<file path="src/pkg/usb_dma_state_map.svh">
// Register offsets, field positions, reset values and widths of the
// receive buffer counters and transmit state words.
// Assumes inclusion by bare name from the design files.
`ifndef USB_DMA_STATE_MAP_SVH
`define USB_DMA_STATE_MAP_SVH

`define RXBC_OFF_CH0      8'h00
`define RXBC_OFF_CH1      8'h04
`define RXBC_OFF_CH2      8'h08
`define RXBC_OFF_CH3      8'h0C
`define TXSW_OFF_WORD0    8'h10
`define TXSW_OFF_WORD1    8'h14
`define EVQ_OFF_DATA      8'h18
`define EVQ_OFF_LEVEL     8'h1C
`define RXBC_CNT_MSB      15
`define TXSW_PTR_LSB      2
`define TXSW_PKT_BIT      0
`define RXBC_RESET        16'h0000
`define TXSW_PTR_RESET    30'h0000_0000
`define EVQ_DEPTH         16
`define EVQ_WIDTH         32

`endif

</file>
<file path="src/pkg/usb_dma_state_pkg.sv">
// Types used by the DMA bookkeeping block; its event FIFO takes plain width parameters.
// Assumes nothing beyond a SystemVerilog compiler.
package usb_dma_state_pkg;
    typedef logic [15:0] tally_t;
    typedef logic [29:0] desc_ptr_t;
    typedef logic [31:0] word_t;
    typedef enum logic [1:0] {
        PKT_IDLE,
        PKT_BUSY
    } pkt_state_t;
endpackage : usb_dma_state_pkg

</file>
<file path="src/logic/usb_dma_rx_bufcount_tx_state.sv">
// Receive buffer counters and first two transmit DMA state words.
// Assumes a single-cycle register port and DMA strobes synchronous to CLK_SYS.
//
// Chosen here: the address-and-strobe port and the register offsets.
`timescale 1ns/1ps
`default_nettype none
`include "usb_dma_state_map.svh"

// Notes on behaviour
// - Four 16-bit receive buffer counters.
// - Software write adds to counter.
// - Word0 bits 31-2 queue head pointer.
// - Word1 bits 31-2 packet first descriptor.
// - Bit0 in-packet flag, bit1 reads zero.
// - Reset zero; counter upper half reads zero.
module usb_dma_rx_bufcount_tx_state (
    // Clock and reset
    input  wire logic        CLK_SYS,
    input  wire logic        SYS_RST,
    // Register port
    input  wire logic [7:0]  REG_ADDR,
    input  wire logic [31:0] REG_WDATA,
    input  wire logic        REG_WR,
    input  wire logic        REG_RD,
    output logic      [31:0] REG_RDATA,
    // Receive DMA buffer consumption, one strobe per channel
    input  wire logic [3:0]  RX_BUF_CONSUME,
    // Transmit DMA packet progress
    input  wire logic        TX_PKT_START,
    input  wire logic [29:0] TX_PKT_SOP_PTR,
    input  wire logic        TX_PKT_END,
    // Per-channel buffer availability and transmit in-packet flag
    output logic [3:0]       RX_BUF_AVAIL,
    output logic             TX_IN_PACKET,
    // Buffer event stream out
    output logic             EVT_VALID,
    input  wire logic        EVT_READY,
    output logic [31:0]      EVT_DATA
);
    typedef struct packed {
        usb_dma_state_pkg::tally_t [3:0] queued_buffer_tally;
        usb_dma_state_pkg::desc_ptr_t    transmit_queue_front_pointer;
        usb_dma_state_pkg::desc_ptr_t    packet_first_descriptor_pointer;
        usb_dma_state_pkg::pkt_state_t   pkt_state;
        usb_dma_state_pkg::word_t        rdata;
        logic [3:0]                      avail;
        logic                            in_pkt_out;
        logic                            evt_valid;
        usb_dma_state_pkg::word_t        evt_data;
    } state_t;

    state_t st_r;
    state_t st_nxt;

    logic                            evq_in_ready;
    logic                            evq_in_valid;
    usb_dma_state_pkg::word_t        evq_in_data;
    logic                            evq_out_valid;
    logic                            evq_out_ready;
    usb_dma_state_pkg::word_t        evq_out_data;
    logic [4:0]                      evq_level;
    logic [3:0]                      consume_ok;
    logic [3:0]                      add_hit;
    logic                            in_pkt;

    assign in_pkt = (st_r.pkt_state == usb_dma_state_pkg::PKT_BUSY);

    // Buffer events: channel and its tally before the decrement are logged for the drain side.
    // A full queue stalls consumption; when several channels consume at once only the lowest is logged.
    always_comb begin
        evq_in_valid = 1'b0;
        evq_in_data  = '0;
        for (int i = 3; i >= 0; i--) begin
            if (RX_BUF_CONSUME[i]) begin
                evq_in_valid = 1'b1;
                evq_in_data  = {14'h0000, 2'(i), st_r.queued_buffer_tally[i]};
            end
        end
    end

    // Only a counter that holds buffers can be consumed from.
    genvar g;
    generate
        for (g = 0; g < 4; g++) begin : g_chan
            assign add_hit[g]    = REG_WR && (REG_ADDR == (`RXBC_OFF_CH0 + 8'(4 * g)));
            assign consume_ok[g] = RX_BUF_CONSUME[g] && evq_in_ready
                                   && (st_r.queued_buffer_tally[g] != 16'h0000);
        end
    endgenerate

    assign evq_out_ready = st_r.evt_valid ? EVT_READY : 1'b1;

    always_comb begin
        st_nxt           = st_r;
        st_nxt.rdata     = '0;
        st_nxt.evt_valid = st_r.evt_valid && !EVT_READY;
        for (int i = 0; i < 4; i++) begin
            st_nxt.queued_buffer_tally[i] = st_r.queued_buffer_tally[i]
                + (add_hit[i] ? REG_WDATA[`RXBC_CNT_MSB:0] : 16'h0000)
                - (consume_ok[i] ? 16'h0001 : 16'h0000);
            st_nxt.avail[i] = (st_nxt.queued_buffer_tally[i] >= 16'h0003);
        end
        case (st_r.pkt_state)
            usb_dma_state_pkg::PKT_IDLE: begin
                if (TX_PKT_START) begin
                    st_nxt.pkt_state                       = usb_dma_state_pkg::PKT_BUSY;
                    st_nxt.packet_first_descriptor_pointer = TX_PKT_SOP_PTR;
                end
            end
            usb_dma_state_pkg::PKT_BUSY: begin
                if (TX_PKT_END) begin
                    st_nxt.pkt_state = usb_dma_state_pkg::PKT_IDLE;
                end
            end
            default: begin
                st_nxt.pkt_state = usb_dma_state_pkg::PKT_IDLE;
            end
        endcase
        if (REG_WR) begin
            case (REG_ADDR)
                `TXSW_OFF_WORD0: begin
                    st_nxt.transmit_queue_front_pointer = REG_WDATA[31:`TXSW_PTR_LSB];
                    st_nxt.pkt_state = REG_WDATA[`TXSW_PKT_BIT] ? usb_dma_state_pkg::PKT_BUSY
                                                                : usb_dma_state_pkg::PKT_IDLE;
                end
                `TXSW_OFF_WORD1: begin
                    st_nxt.packet_first_descriptor_pointer = REG_WDATA[31:`TXSW_PTR_LSB];
                    st_nxt.pkt_state = REG_WDATA[`TXSW_PKT_BIT] ? usb_dma_state_pkg::PKT_BUSY
                                                                : usb_dma_state_pkg::PKT_IDLE;
                end
                default: begin
                end
            endcase
        end
        if (REG_RD) begin
            case (REG_ADDR)
                `RXBC_OFF_CH0: st_nxt.rdata = {16'h0000, st_r.queued_buffer_tally[0]};
                `RXBC_OFF_CH1: st_nxt.rdata = {16'h0000, st_r.queued_buffer_tally[1]};
                `RXBC_OFF_CH2: st_nxt.rdata = {16'h0000, st_r.queued_buffer_tally[2]};
                `RXBC_OFF_CH3: st_nxt.rdata = {16'h0000, st_r.queued_buffer_tally[3]};
                `TXSW_OFF_WORD0: st_nxt.rdata = {st_r.transmit_queue_front_pointer, 1'b0, in_pkt};
                `TXSW_OFF_WORD1: st_nxt.rdata = {st_r.packet_first_descriptor_pointer, 1'b0,
                                                 in_pkt};
                `EVQ_OFF_LEVEL:  st_nxt.rdata = {27'h000_0000, evq_level};
                default:         st_nxt.rdata = 32'h0000_0000;
            endcase
        end
        if (evq_out_valid && evq_out_ready) begin
            st_nxt.evt_valid = 1'b1;
            st_nxt.evt_data  = evq_out_data;
        end
        st_nxt.in_pkt_out = (st_nxt.pkt_state == usb_dma_state_pkg::PKT_BUSY);
    end

    always_ff @(posedge CLK_SYS) begin
        if (SYS_RST) begin
            st_r <= '0;
            st_r.pkt_state <= usb_dma_state_pkg::PKT_IDLE;
        end else begin
            st_r <= st_nxt;
        end
    end

    usb_dma_event_fifo #(
        .WIDTH (`EVQ_WIDTH),
        .DEPTH (`EVQ_DEPTH)
    ) u_evq (
        .clk       (CLK_SYS),
        .rst       (SYS_RST),
        .in_valid  (evq_in_valid),
        .in_ready  (evq_in_ready),
        .in_data   (evq_in_data),
        .out_valid (evq_out_valid),
        .out_ready (evq_out_ready),
        .out_data  (evq_out_data),
        .level     (evq_level)
    );

    assign REG_RDATA    = st_r.rdata;
    assign RX_BUF_AVAIL = st_r.avail;
    assign TX_IN_PACKET = st_r.in_pkt_out;
    assign EVT_VALID    = st_r.evt_valid;
    assign EVT_DATA     = st_r.evt_data;
endmodule : usb_dma_rx_bufcount_tx_state
`default_nettype wire

</file>
<file path="src/logic/usb_dma_event_fifo.sv">
// Synchronous FIFO with valid/ready handshake on both sides.
// Assumes one clock and a synchronous active-high reset.
`timescale 1ns/1ps
`default_nettype none
module usb_dma_event_fifo #(
    parameter int WIDTH = 32,
    parameter int DEPTH = 16,
    parameter int AW    = $clog2(DEPTH)
) (
    // Clock and reset
    input  wire logic             clk,
    input  wire logic             rst,
    // Fill side
    input  wire logic             in_valid,
    output logic                  in_ready,
    input  wire logic [WIDTH-1:0] in_data,
    // Drain side
    output logic                  out_valid,
    input  wire logic             out_ready,
    output logic      [WIDTH-1:0] out_data,
    // Fill level
    output logic      [AW:0]      level
);
    logic [WIDTH-1:0] mem [DEPTH];
    logic [AW-1:0]    wr_ptr_r;
    logic [AW-1:0]    rd_ptr_r;
    logic [AW:0]      cnt_r;
    logic             push;
    logic             pop;

    assign in_ready  = (cnt_r != (AW+1)'(DEPTH));
    assign out_valid = (cnt_r != '0);
    assign out_data  = mem[rd_ptr_r];
    assign level     = cnt_r;
    assign push      = in_valid && in_ready;
    assign pop       = out_valid && out_ready;

    always_ff @(posedge clk) begin
        if (push) begin
            mem[wr_ptr_r] <= in_data;
        end
        if (rst) begin
            wr_ptr_r <= '0;
            rd_ptr_r <= '0;
            cnt_r    <= '0;
        end else begin
            if (push) begin
                wr_ptr_r <= wr_ptr_r + AW'(1);
            end
            if (pop) begin
                rd_ptr_r <= rd_ptr_r + AW'(1);
            end
            cnt_r <= cnt_r + (AW+1)'(push) - (AW+1)'(pop);
        end
    end
endmodule : usb_dma_event_fifo
`default_nettype wire

</file>
<file path="config.mk">
export PLATFORM = sky130hd
export DESIGN_NAME = usb_dma_rx_bufcount_tx_state
export DESIGN_NICKNAME = d
export VERILOG_FILES = /design/src/pkg/usb_dma_state_pkg.sv /design/src/logic/usb_dma_rx_bufcount_tx_state.sv /design/src/logic/usb_dma_event_fifo.sv
export VERILOG_INCLUDE_DIRS = /design/src /design/src/pkg
export SDC_FILE = /design/constraint.sdc
export NUM_CORES = 1
export LEC_CHECK = 0
export ABC_AREA = 1
export BUFFER_PORTS_ARGS = -buffer_cell sky130_fd_sc_hd__buf_2
export CAP_MARGIN = 20
export CORE_UTILIZATION = 35
export CTS_BUF_LIST = sky130_fd_sc_hd__clkbuf_8
export DETAILED_ROUTE_END_ITERATION = 7
export PLACE_DENSITY = 0.56
export SYNTH_ARGS = -nofsm -noshare
export SYNTH_HDL_FRONTEND = slang
export SYNTH_SLANG_ARGS = --single-unit
</file>
<file path="constraint.sdc">
create_clock -name CLK_SYS -period 4.1 [get_ports CLK_SYS]
set_input_delay 0 -clock CLK_SYS [delete_from_list [all_inputs] [get_ports CLK_SYS]]
set_output_delay 0 -clock CLK_SYS [all_outputs]
set_load 0.1 [all_outputs]
</file>
==> impl_metrics.toml, run 1 <==
[outcome]
status = "finished, final reports clean"

[worst_setup_path]
cp.arrival_ps = 4280
crit_path_end_kind = "flip-flop"
cp_max_fo = 15
critPathKind = "input pin to flip-flop"
start_kind = "input pin"
crit_required_ps = 4630

[logic_synthesis]
yosysTopAreaCell = "edfxtp_1"
syn_area_per_cell_sq_um = 8.71
synth_cell_types = 49
synth_compound_area_share_pct = 11.7
synth_mux_area_share_pct = 2.04
synth_xor_xnor_area_share_pct = 0.587
synth_top_area_share_pct = 34.1
synthArstFlopShare_pct = 0
synth-seq-area-share_pct = 49.8
syn_area_sq_mm = 0.0254
synth_edf_count = 288
yosys.area_share.simple_pct = 18.8
syn-instance-count = 2911
synth_area_leaders = "edfxtp_1, dfxtp_1, nand2_1, ha_1, inv_1"
synth_top_family_by_area = "simple AND/OR/NAND/NOR gates"
yosysWarnings = 0
synth_top_flop_cell = "edfxtp_1"
ys_ff_latch = 487
synthAdderAreaFrac_pct = 6.86

[global_route]
grt_max_degree = 98
grt_pass1_wl_mm = 117
grt_util_all_layers_pct = 20.7
first_global_vias = 20000
antenna_found_initial = 1
grt_overflow_total = 0

[clock_tree]
numCtsBuffers = 83
cts_setup_buffers = 0
cts_sinks = 487
cts_tree = "built"
cts-htree-levels = 3
clockRootBuffer = "clkbuf_8"
cts.clk_slew.worst_paths_ps = 70
cts.path.max_buffers = 3
insertion_delay_ps = 680

[finish]
fin_nets = 3356
multi_input_area_sq_mm = 0.0103
num_antenna_cells = 0
fin_util_pct = 41.3
area_growth_pct = 16.7
ff_latch_area_sq_mm = 0.0126
filler_cell_count = 7261
drive_gt1_share_pct = 11.4

[power]
total_power_mw = 21.1
power_leakage_nw = 12.7
power_density_mw_per_mm2 = 713
worst_ir_drop_vdd_mv = 0.444

[die]
dieArea_sq_mm = 0.0735
die_width_um = 271
die_h_um = 271
initial_core_util_pct = 35.4
core_sq_mm = 0.0716
io_pins = 151
fp-row-count = 98

[timing]
period_share_pct = 91.5
relSlewSlack_pct = 30.5
clock_skew_ps = 38.1
hold_viol_final = 0
rsz0062_at_grt = "true"
period_needed_ps = 3750
tightest_slew_ps = 1040
setup_viol = 0
maxSlewViolCount = 0
fmax_ghz = 0.267

[place]
port_buffers = 136
place_congestion = 0.967
hpwl_mm = 50.8

[route]
wl_per_cell_um = 18.6
viasPerCell = 4.99
met2WireLength_mm = 35.4
drc = 0
highest_layer = "met4"
drt_pass1_iterations = 6
drt_wl_total_mm = 77.2
ant_nets = 0
wl_met3_mm = 4.33
num_vias = 20700
drt_iter0_drc = 1672
wl_met1_mm = 34.5

[flow_run]
cap_viol_max_count = 0

[hold_path]
hp-class = "input pin to flip-flop"
-- final cells by class --
class | count | share of cell area [%]
multi-input cells | 1850 | 34.7
well taps | 950 | 4.02
clock inverters | 54 | 1.16
clock buffers | 92 | 4.28
repair buffers | 319 | 8.06
flip-flops and latches | 487 | 42.7
inverters | 398 | 5.05
-- metrics by stage --
| stage | hold WS, ps | instances | TNS [ps] | area [sq um] | worst slack [ps] |
|---|---|---|---|---|---|
| after CTS | 6.88 | 4150 | 0 | 29600 | 247 |
| after global placement | 248 | 3878 | 0 | 26700 | 533 |
| after detailed placement | 253 | 3879 | 0 | 26700 | 524 |
| after floorplan | 135 | 2925 | 0 | 25400 | 1050 |
| after global routing | 57.1 | 4150 | -28.2 | 29600 | -28.2 |
| final | 77.9 | 4150 | 0 | 29600 | 349 |
-- worst max-delay path: stages --
cell and delay [ps]:
dlygate4sd3_1 540, buf_2 130, nor2_2 190, nand3_1 90
dlygate4sd3_1 600, nor2_4 170, inv_2 160, nor2_4 310
nand2_1 90, ha_1 290, inv_1 40, ha_1 240
fa_1 520, nor2_1 160, nor2_1 60, nor2_1 100
nand3_1 80, nor2_1 90, nand3_1 90, nor2_1 100
nand4_1 80, nor2_1 100, nor2_1 40
-- synth_stat cells (7+ instances only) --
cell type and count:
o22ai_1 31, buf_4 79, inv_1 388, nor3_1 17, nor2_2 7, buf_1 7, nand4_1 32, ha_1 131
a311oi_1 24, nand3b_1 10, nor2_1 377, o211ai_1 63, xnor2_1 11, clkbuf_1 72, buf_2 29, o221ai_1 44
edfxtp_1 288, nor4_1 10, a21oi_1 115, dfxtp_1 199, nand3_1 142, inv_2 8, mux2i_1 45, o21ai_0 167
nand2_1 539
-- final timing paths --
path | start | to | slack (ps) | depth (start not counted)
hold reg to reg | st_r[129] | REG_RDATA[29] | 430 | 2
setup reg to reg | u_evq.level[2] | RX_BUF_AVAIL[2] | 630 | 19
setup / recovery | REG_ADDR[1] | RX_BUF_AVAIL[2] | 350 | 23
hold / removal | REG_ADDR[2] | REG_RDATA[3] | 80 | 6
-- state kept, by name, summed over array words and instances, names as in the netlist, 4 cells and up, named ones only --
name            count
u_evq.mem         288
st_r              126
REG_RDATA          32
EVT_DATA           18
u_evq.level         5
RX_BUF_AVAIL        4
u_evq.rd_ptr_r      4
u_evq.wr_ptr_r      4
-- timing repair --
action / CTS / global route
hold buffers: 125 / 0
endpoints found under the hold margin: 133 / 0
endpoints found under the setup margin: 0 / 2
resized for setup: 0 / 2
-- where the power goes --
part / switching (mW) / internal (mW) / total [mW]
clock: 2.01 / 2.31 / 4.32
sequential: 0.513 / 6.14 / 6.65
combinational: 6.89 / 3.22 / 10.1
total: 9.42 / 11.7 / 21.1
-- per-layer routing --
| metal | GRT usage, % | up-vias |
|---|---|---|
| met5 | 0 | - |
| met4 | 8.13 | 0 |
| met3 | 3.14 | 175 |
| met2 | 33.3 | 671 |
| met1 | 27.9 | 9702 |
| li1 | - | 10200 |
-- cell usage in the layout, fill, tap and decap left out, types with 10 or more instances in the layout --
cell type      synthesis  final
a21oi_1              115    115
a311oi_1              24     24
buf_2                 29    135
buf_4                 79     57
clkbuf_8               0     92
clkinv_1               2     13
conb_1                 1     15
dfxtp_1              199    196
dlygate4sd3_1          0    125
edfxtp_1             288    288
ha_1                 131    131
inv_1                388    416
mux2i_1               45     45
nand2_1              539    539
nand3_1              142    142
nand3b_1              10     10
nand4_1               32     32
nor2_1               377    361
nor2_2                 7     21
nor3_1                17     16
nor4_1                10     10
o211ai_1              63     63
o21ai_0              167    160
o21ai_1                5     12
o221ai_1              44     44
o22ai_1               31     31
xnor2_1               11     11
-- cells by family after synthesis --
logic type               Yosys count
flip-flops                       487
AO/OA/AOI/OAI                    477
adder cells (fa/ha/maj)          136
XOR/XNOR                          17
other                              1
AND/OR/NAND/NOR                 1154
multiplexers                      51
buffers and inverters            588
No activity file was read; power rests on OpenSTA's default activity.
==> run 2: changes to the inputs <==
--- a/config.mk
+++ b/config.mk
@@ -12,7 +12,7 @@
 export CORE_UTILIZATION = 35
 export CTS_BUF_LIST = sky130_fd_sc_hd__clkbuf_8
 export DETAILED_ROUTE_END_ITERATION = 7
-export PLACE_DENSITY = 0.56
+export PLACE_DENSITY = 0.58
 export SYNTH_ARGS = -nofsm -noshare
 export SYNTH_HDL_FRONTEND = slang
 export SYNTH_SLANG_ARGS = --single-unit
==> constraint.sdc (replaced) <==
create_clock -name CLK_SYS -period 3.2 [get_ports CLK_SYS]
set_input_delay 0 -clock CLK_SYS [delete_from_list [all_inputs] [get_ports CLK_SYS]]
set_output_delay 0 -clock CLK_SYS [all_outputs]
set_load 0.1 [all_outputs]
==> impl_metrics.toml, run 2 (same netlist as run 1, synthesis figures left out) <==
[timing]
maxSlewViolCount = 0
clock_skew_ps = 44.6
hold_viol_final = 0
relSlewSlack_pct = 32.1
period_share_pct = 94.5
period_needed_ps = 3020
tightest_slew_ps = 1020
fmax_ghz = 0.331
tns_ps = 0
setup_viol = 0

[die]
die_width_um = 271
initial_core_util_pct = 35.4
fp-row-count = 98
io_pins = 151
dieArea_sq_mm = 0.0735
core_sq_mm = 0.0716
die_h_um = 271

[global_route]
first_global_vias = 20400
grt_util_all_layers_pct = 20.5
grt_max_degree = 145
grt_pass1_wl_mm = 117
grt_overflow_total = 0
antenna_found_initial = 1

[place]
place_congestion = 0.955
hpwl_mm = 51.5
port_buffers = 136

[route]
viasPerCell = 5.03
drc = 0
drt_wl_total_mm = 77.0
num_vias = 21100
drt_iter0_drc = 1760
drt_pass1_iterations = 7
wl_per_cell_um = 18.3
ant_nets = 0

[worst_setup_path]
start_kind = "flip-flop"
path_cells = "inv_2 -> ha_4 -> nand4_1 -> buf_4 -> nand2_2 -> a41oi_1 -> ha_1 -> inv_2 -> ha_4 -> fa_2 -> nand3_2 -> nand2_2 -> nand2_2 -> nand2_2 -> nand2_2 -> nand2_1 -> nor2_1 -> nand3_1 -> nor2_1 -> nand3_1 -> nand2_1 -> inv_1"
crit_top_cell = "nand2_2"
critPathKind = "flip-flop to flip-flop"
cpMaxStageDelayCell = "fa_2"
cp_max_fo = 3
cp.arrival_ps = 3590
critPathTopFamily = "simple AND/OR/NAND/NOR gates"
path_buf_inv = 4
crit_path_end_kind = "flip-flop"
slowest_delay_ps = 360
crit_required_ps = 3760

[power]
power_density_mw_per_mm2 = 922
total_power_mw = 27.8
worst_ir_drop_vdd_mv = 0.514
power_leakage_nw = 12.9

[clock_tree]
cts_sinks = 487
cts.clk_slew.worst_paths_ps = 60
cts-htree-levels = 3
cts.path.max_buffers = 3
insertion_delay_ps = 700
clockRootBuffer = "clkbuf_8"
cts_tree = "built"
numCtsBuffers = 82

[finish]
top_register = "u_evq.mem"
layout_commonest_cell = "nand2_1"
drive_gt1_share_pct = 14.8
largest_reg_flops = 288
filler_cell_count = 7155
area_growth_pct = 18.8
fin_nets = 3401
layout_common_cells = "nand2_1, inv_1, nor2_1"

[hold_path]
hp-class = "input pin to flip-flop"

[flow_run]
cap_viol_max_count = 0

[outcome]
status = "finished, final reports clean"
## run 2: cell types whose count changed in the layout (fill, tap and decap cells not counted), sizes merged, moves of 3 or more
cell,delta
buf,+65
dlygate4sd3,-19
inv,-6
clkbuf,+5
clkinv,+4
bufinv,-3
## run 2: stage by stage
step / util (%) / setup slack [ps] / cells / hold WS (ps) / instance area [sq um]
global route: 42.1 / -19.5 / 4197 / 67.5 / 30100
floorplan: - / 147 / 2925 / 135 / 25400
CTS: 41.8 / 24.0 / 4192 / 7.72 / 29900
finish: 42.1 / 176 / 4198 / 54.8 / 30100
global placement: 38.0 / 58.3 / 3938 / 241 / 27200
detailed placement: 38.0 / -0.596 / 3939 / 247 / 27200
## run 2: final timing paths
check                           slack (ps)  cells past startpoint            from               to
worst max register to register         180                     22  u_evq.level[2]  RX_BUF_AVAIL[3]
worst max-delay path                   180                     22  u_evq.level[2]  RX_BUF_AVAIL[3]
worst min-delay path                    50                      6          REG_WR        st_r[195]
worst min register to register         460                      2       st_r[123]    REG_RDATA[23]
## run 2: layout make-up
cell class,count,area [sq um],area share (%)
antenna,1,2.50,0.00831
tap,950,1190,3.95
clock inverter,50,275,0.914
clock buffer,97,1340,4.43
sequential,487,12600,42.0
multi-input combinational,1850,10400,34.6
inverter,398,1490,4.96
timing repair buffer,365,2750,9.13
## run 2: repair_timing
item                                    CTS  global route
endpoints found under the setup margin    1             8
pin swaps                                 1            18
buffers inserted                          0             5
resized for setup                         1            49
endpoints found under the hold margin   179             0
hold buffers                            106             0
gates cloned                              0             0
## run 2: worst min-delay path, stage by stage
cell,delay (ps)
buf_2,110
buf_4,200
nand4_1,140
nand2_1,60
nand2_1,70
a21oi_1,70
## run 2: power by group
group,switching (mW),total [mW],internal [mW]
registers,0.497,8.36,7.87
logic,9.22,13.9,4.70
clock network,2.63,5.49,2.85
## run 2: metal layers
| layer | wire, um | global-route usage, % | vias up |
|---|---|---|---|
| met4 | 2680 | 7.91 | 2 |
| li1 | - | - | 10300 |
| met3 | 4870 | 3.56 | 163 |
| met2 | 35900 | 33.7 | 720 |
| met1 | 33500 | 26.9 | 9955 |
| met5 | 17 | 0 | - |
==> run 3: changes to the inputs <==
--- a/config.mk
+++ b/config.mk
@@ -6,13 +6,12 @@
 export SDC_FILE = /design/constraint.sdc
 export NUM_CORES = 1
 export LEC_CHECK = 0
-export ABC_AREA = 1
 export BUFFER_PORTS_ARGS = -buffer_cell sky130_fd_sc_hd__buf_2
 export CAP_MARGIN = 20
 export CORE_UTILIZATION = 35
 export CTS_BUF_LIST = sky130_fd_sc_hd__clkbuf_8
 export DETAILED_ROUTE_END_ITERATION = 7
-export PLACE_DENSITY = 0.58
+export PLACE_DENSITY = 0.56
 export SYNTH_ARGS = -nofsm -noshare
 export SYNTH_HDL_FRONTEND = slang
 export SYNTH_SLANG_ARGS = --single-unit
==> constraint.sdc (replaced) <==
create_clock -name CLK_SYS -period 3.05 [get_ports CLK_SYS]
set_input_delay 0 -clock CLK_SYS [delete_from_list [all_inputs] [get_ports CLK_SYS]]
set_output_delay 0 -clock CLK_SYS [all_outputs]
set_load 0.1 [all_outputs]
==> impl_metrics.toml, run 3 <==
[power]
switching_share_pct = 39.0
p_comb_share_pct = 56.5
power_leakage_nw = 12.8
worst_ir_drop_vdd_mv = 0.729
pwr-share-seq_pct = 26.3
internal_power_mw = 20.8
power_density_mw_per_mm2 = 1070
clockPowerShare_pct = 17.2
p_switching_mw = 13.3

[global_route]
grt_pass1_wl_mm = 107
grt_overflow_total = 0
use_met1_pct = 25.9
grt_util_all_layers_pct = 19.9
grtUsageMet2_pct = 33.1
antenna_found_initial = 3
use_met3_pct = 3.27
top_usage_layer = "met2"
grt_max_degree = 59
first_global_vias = 18600

[die]
initial_core_util_pct = 35.7
io_pins = 151
core_sq_mm = 0.0678
die_h_um = 265
dieArea_sq_mm = 0.0701
fp-row-count = 95
die_width_um = 265

[finish]
drive_gt1_share_pct = 34.4
fin_nets = 2823
ff_latch_area_sq_mm = 0.0126
largest_reg_flops = 288
stdcell_area_sq_mm = 0.0319
multi_input_area_sq_mm = 0.0112
layout_common_cells = "buf_4, edfxtp_1, inv_1"
area_growth_pct = 31.9
filler_cell_count = 6143
layout_commonest_cell = "buf_4"
top_register = "u_evq.mem"

[timing]
period_needed_ps = 3450
clock_skew_ps = 53.3
rsz0062_at_grt = "true"
relSlewSlack_pct = 48.2
fmax_ghz = 0.290
period_share_pct = 113
setup_viol = 16
maxSlewViolCount = 0
hold_viol_final = 0
tns_ps = -2510
fin_ws_ps = -401
tightest_slew_ps = 774

[logic_synthesis]
syn_area_per_cell_sq_um = 11.5
synth_cell_types = 71
synthMostInstantiatedCell = "edfxtp_1"
yosysTopAreaCell = "edfxtp_1"
synth_top_area_share_pct = 35.8
yosysWarnings = 0
syn_area_sq_mm = 0.0242
synth_top_flop_cell = "edfxtp_1"
synth_edf_count = 288
synth-seq-area-share_pct = 52.2
synthArstFlopShare_pct = 0
syn-instance-count = 2094
ys_ff_latch = 487
synth_area_leaders = "edfxtp_1, dfxtp_1, mux4_2, ha_1, nand2_1"
synthTopCellsByCount = "edfxtp_1, nand2_1, dfxtp_1"

[worst_setup_path]
crit_top_cell = "ha_4"
ff2ff_path_depth = 15
reg2reg_to = "RX_BUF_AVAIL[0]"
crit_required_ps = 3560
cpMaxStageDelayCell = "fa_2"
cp_max_fo = 3
reg2reg_slack_ps = -400
cp.arrival_ps = 3960
critPathKind = "flip-flop to flip-flop"
start_kind = "flip-flop"
slowest_delay_ps = 370
crit_path_end_kind = "flip-flop"
path_cells = "nor4_4 -> buf_4 -> nand4_1 -> and3_4 -> ha_4 -> inv_2 -> ha_4 -> fa_2 -> a21oi_4 -> o2111ai_4 -> a2111oi_4 -> or4_4 -> nand3_2 -> nor4b_2 -> a41oi_1"
r2r_start = "st_r[133]"

[clock_tree]
numCtsBuffers = 85
insertion_delay_ps = 680
cts_sinks = 487
cts-htree-levels = 3
cts.path.max_buffers = 3
cts.clk_slew.worst_paths_ps = 60
cts_tree = "built"
clockRootBuffer = "clkbuf_8"

[place]
placed_area_sq_mm = 0.0284
hpwl_mm = 48.9
port_buffers = 136
place_congestion = 0.898

[hold_path]
whs_endpoint = "REG_RDATA[3]"
holdPathStages = 4
hold_path_startpoint = "REG_ADDR[3]"
hp-class = "input pin to flip-flop"

[route]
wl_per_cell_um = 19.7
drc = 0
drt_iter0_drc = 1047
num_vias = 18000
viasPerCell = 5.08
drt_wl_total_mm = 69.9
drt_pass1_iterations = 6
ant_nets = 0

[outcome]
violations = "setup timing"
status = "finished with violations"

[flow_run]
cap_viol_max_count = 0
-- run 3: worst max-delay path: cells and delay by family (launching register included) --
| kind | cells | cell delay (ps) |
|---|---|---|
| buffers and inverters | 2 | 200 |
| AOI/OAI and AO/OA | 4 | 890 |
| and+or+nand+nor | 6 | 1090 |
| adders and majority gates | 3 | 780 |
| DFF | 1 | 340 |
-- run 3: final cells by class --
| class | count | area share, % |
|---|---|---|
| multi-input combinational | 1259 | 35.3 |
| clock inverter | 57 | 1.13 |
| sequential | 487 | 39.7 |
| clock buffer | 95 | 4.10 |
| timing repair buffer | 577 | 14.1 |
| tap | 873 | 3.43 |
| inverter | 196 | 2.31 |
| antenna | 1 | 0.00785 |
-- run 3: worst max-delay path by stage --
| stage | start | to | cells after the start |
|---|---|---|---|
| final | st_r[133] | RX_BUF_AVAIL[0] | 15 |
| after global routing | st_r[149] | RX_BUF_AVAIL[1] | 14 |
| after CTS | st_r[137] | RX_BUF_AVAIL[0] | 15 |
| after detailed placement | REG_ADDR[6] | RX_BUF_AVAIL[0] | 17 |
| after global placement | REG_ADDR[6] | RX_BUF_AVAIL[0] | 17 |
| after floorplan | REG_ADDR[6] | RX_BUF_AVAIL[3] | 17 |
-- run 3: kinds of logic after synthesis --
| logic type | Yosys count | synth area share (%) |
|---|---|---|
| DFF | 487 | 52.2 |
| other | 1 | 0.0155 |
| muxes | 173 | 12.7 |
| buffers and inverters | 362 | 6.80 |
| and+or+nand+nor | 571 | 10.8 |
| xor gates and xnor gates | 63 | 2.31 |
| AOI/OAI and AO/OA | 301 | 7.89 |
| adders and majority gates | 136 | 7.19 |
-- run 3: per-layer routing --
layer | vias to the layer above | wire length [um]
met4 | 4 | 2290
met1 | 8916 | 30400
met3 | 145 | 3280
met2 | 468 | 33900
li1 | 8460 | -
met5 | - | 27
-- run 3: what timing repair did --
item | 4_1_cts | 5_1_grt
endpoints found under the setup margin | 28 | 34
pin swaps | 71 | 71
hold endpoints to repair | 115 | 3
resized for setup | 73 | 67
setup buffers | 12 | 10
hold buffers | 96 | 1
-- run 3: per-stage QoR --
stage / hold WS [ps] / util [%] / std cells / worst slack [ps] / total power, mW
detailed placement: 266 / 41.9 / 3276 / -955 / 26.2
finish: 115 / 47.1 / 3545 / -401 / 34.0
CTS: 49.8 / 46.4 / 3535 / -479 / 33.2
global route: 107 / 47.1 / 3545 / -563 / 36.2
floorplan: 136 / - / 2108 / -506 / 19.6
global placement: 258 / 41.8 / 3275 / -872 / 26.0
-- run 3: power groups by stage --
stage               combinational (mW)  sequential [mW]  clock, mW
floorplan                         10.7             8.92          0
global placement                  17.0             8.97          0
detailed placement                17.2             9.01          0
CTS                               18.3             8.93       5.99
global route                      20.8             9.05       6.31
finish                            19.2             8.96       5.84
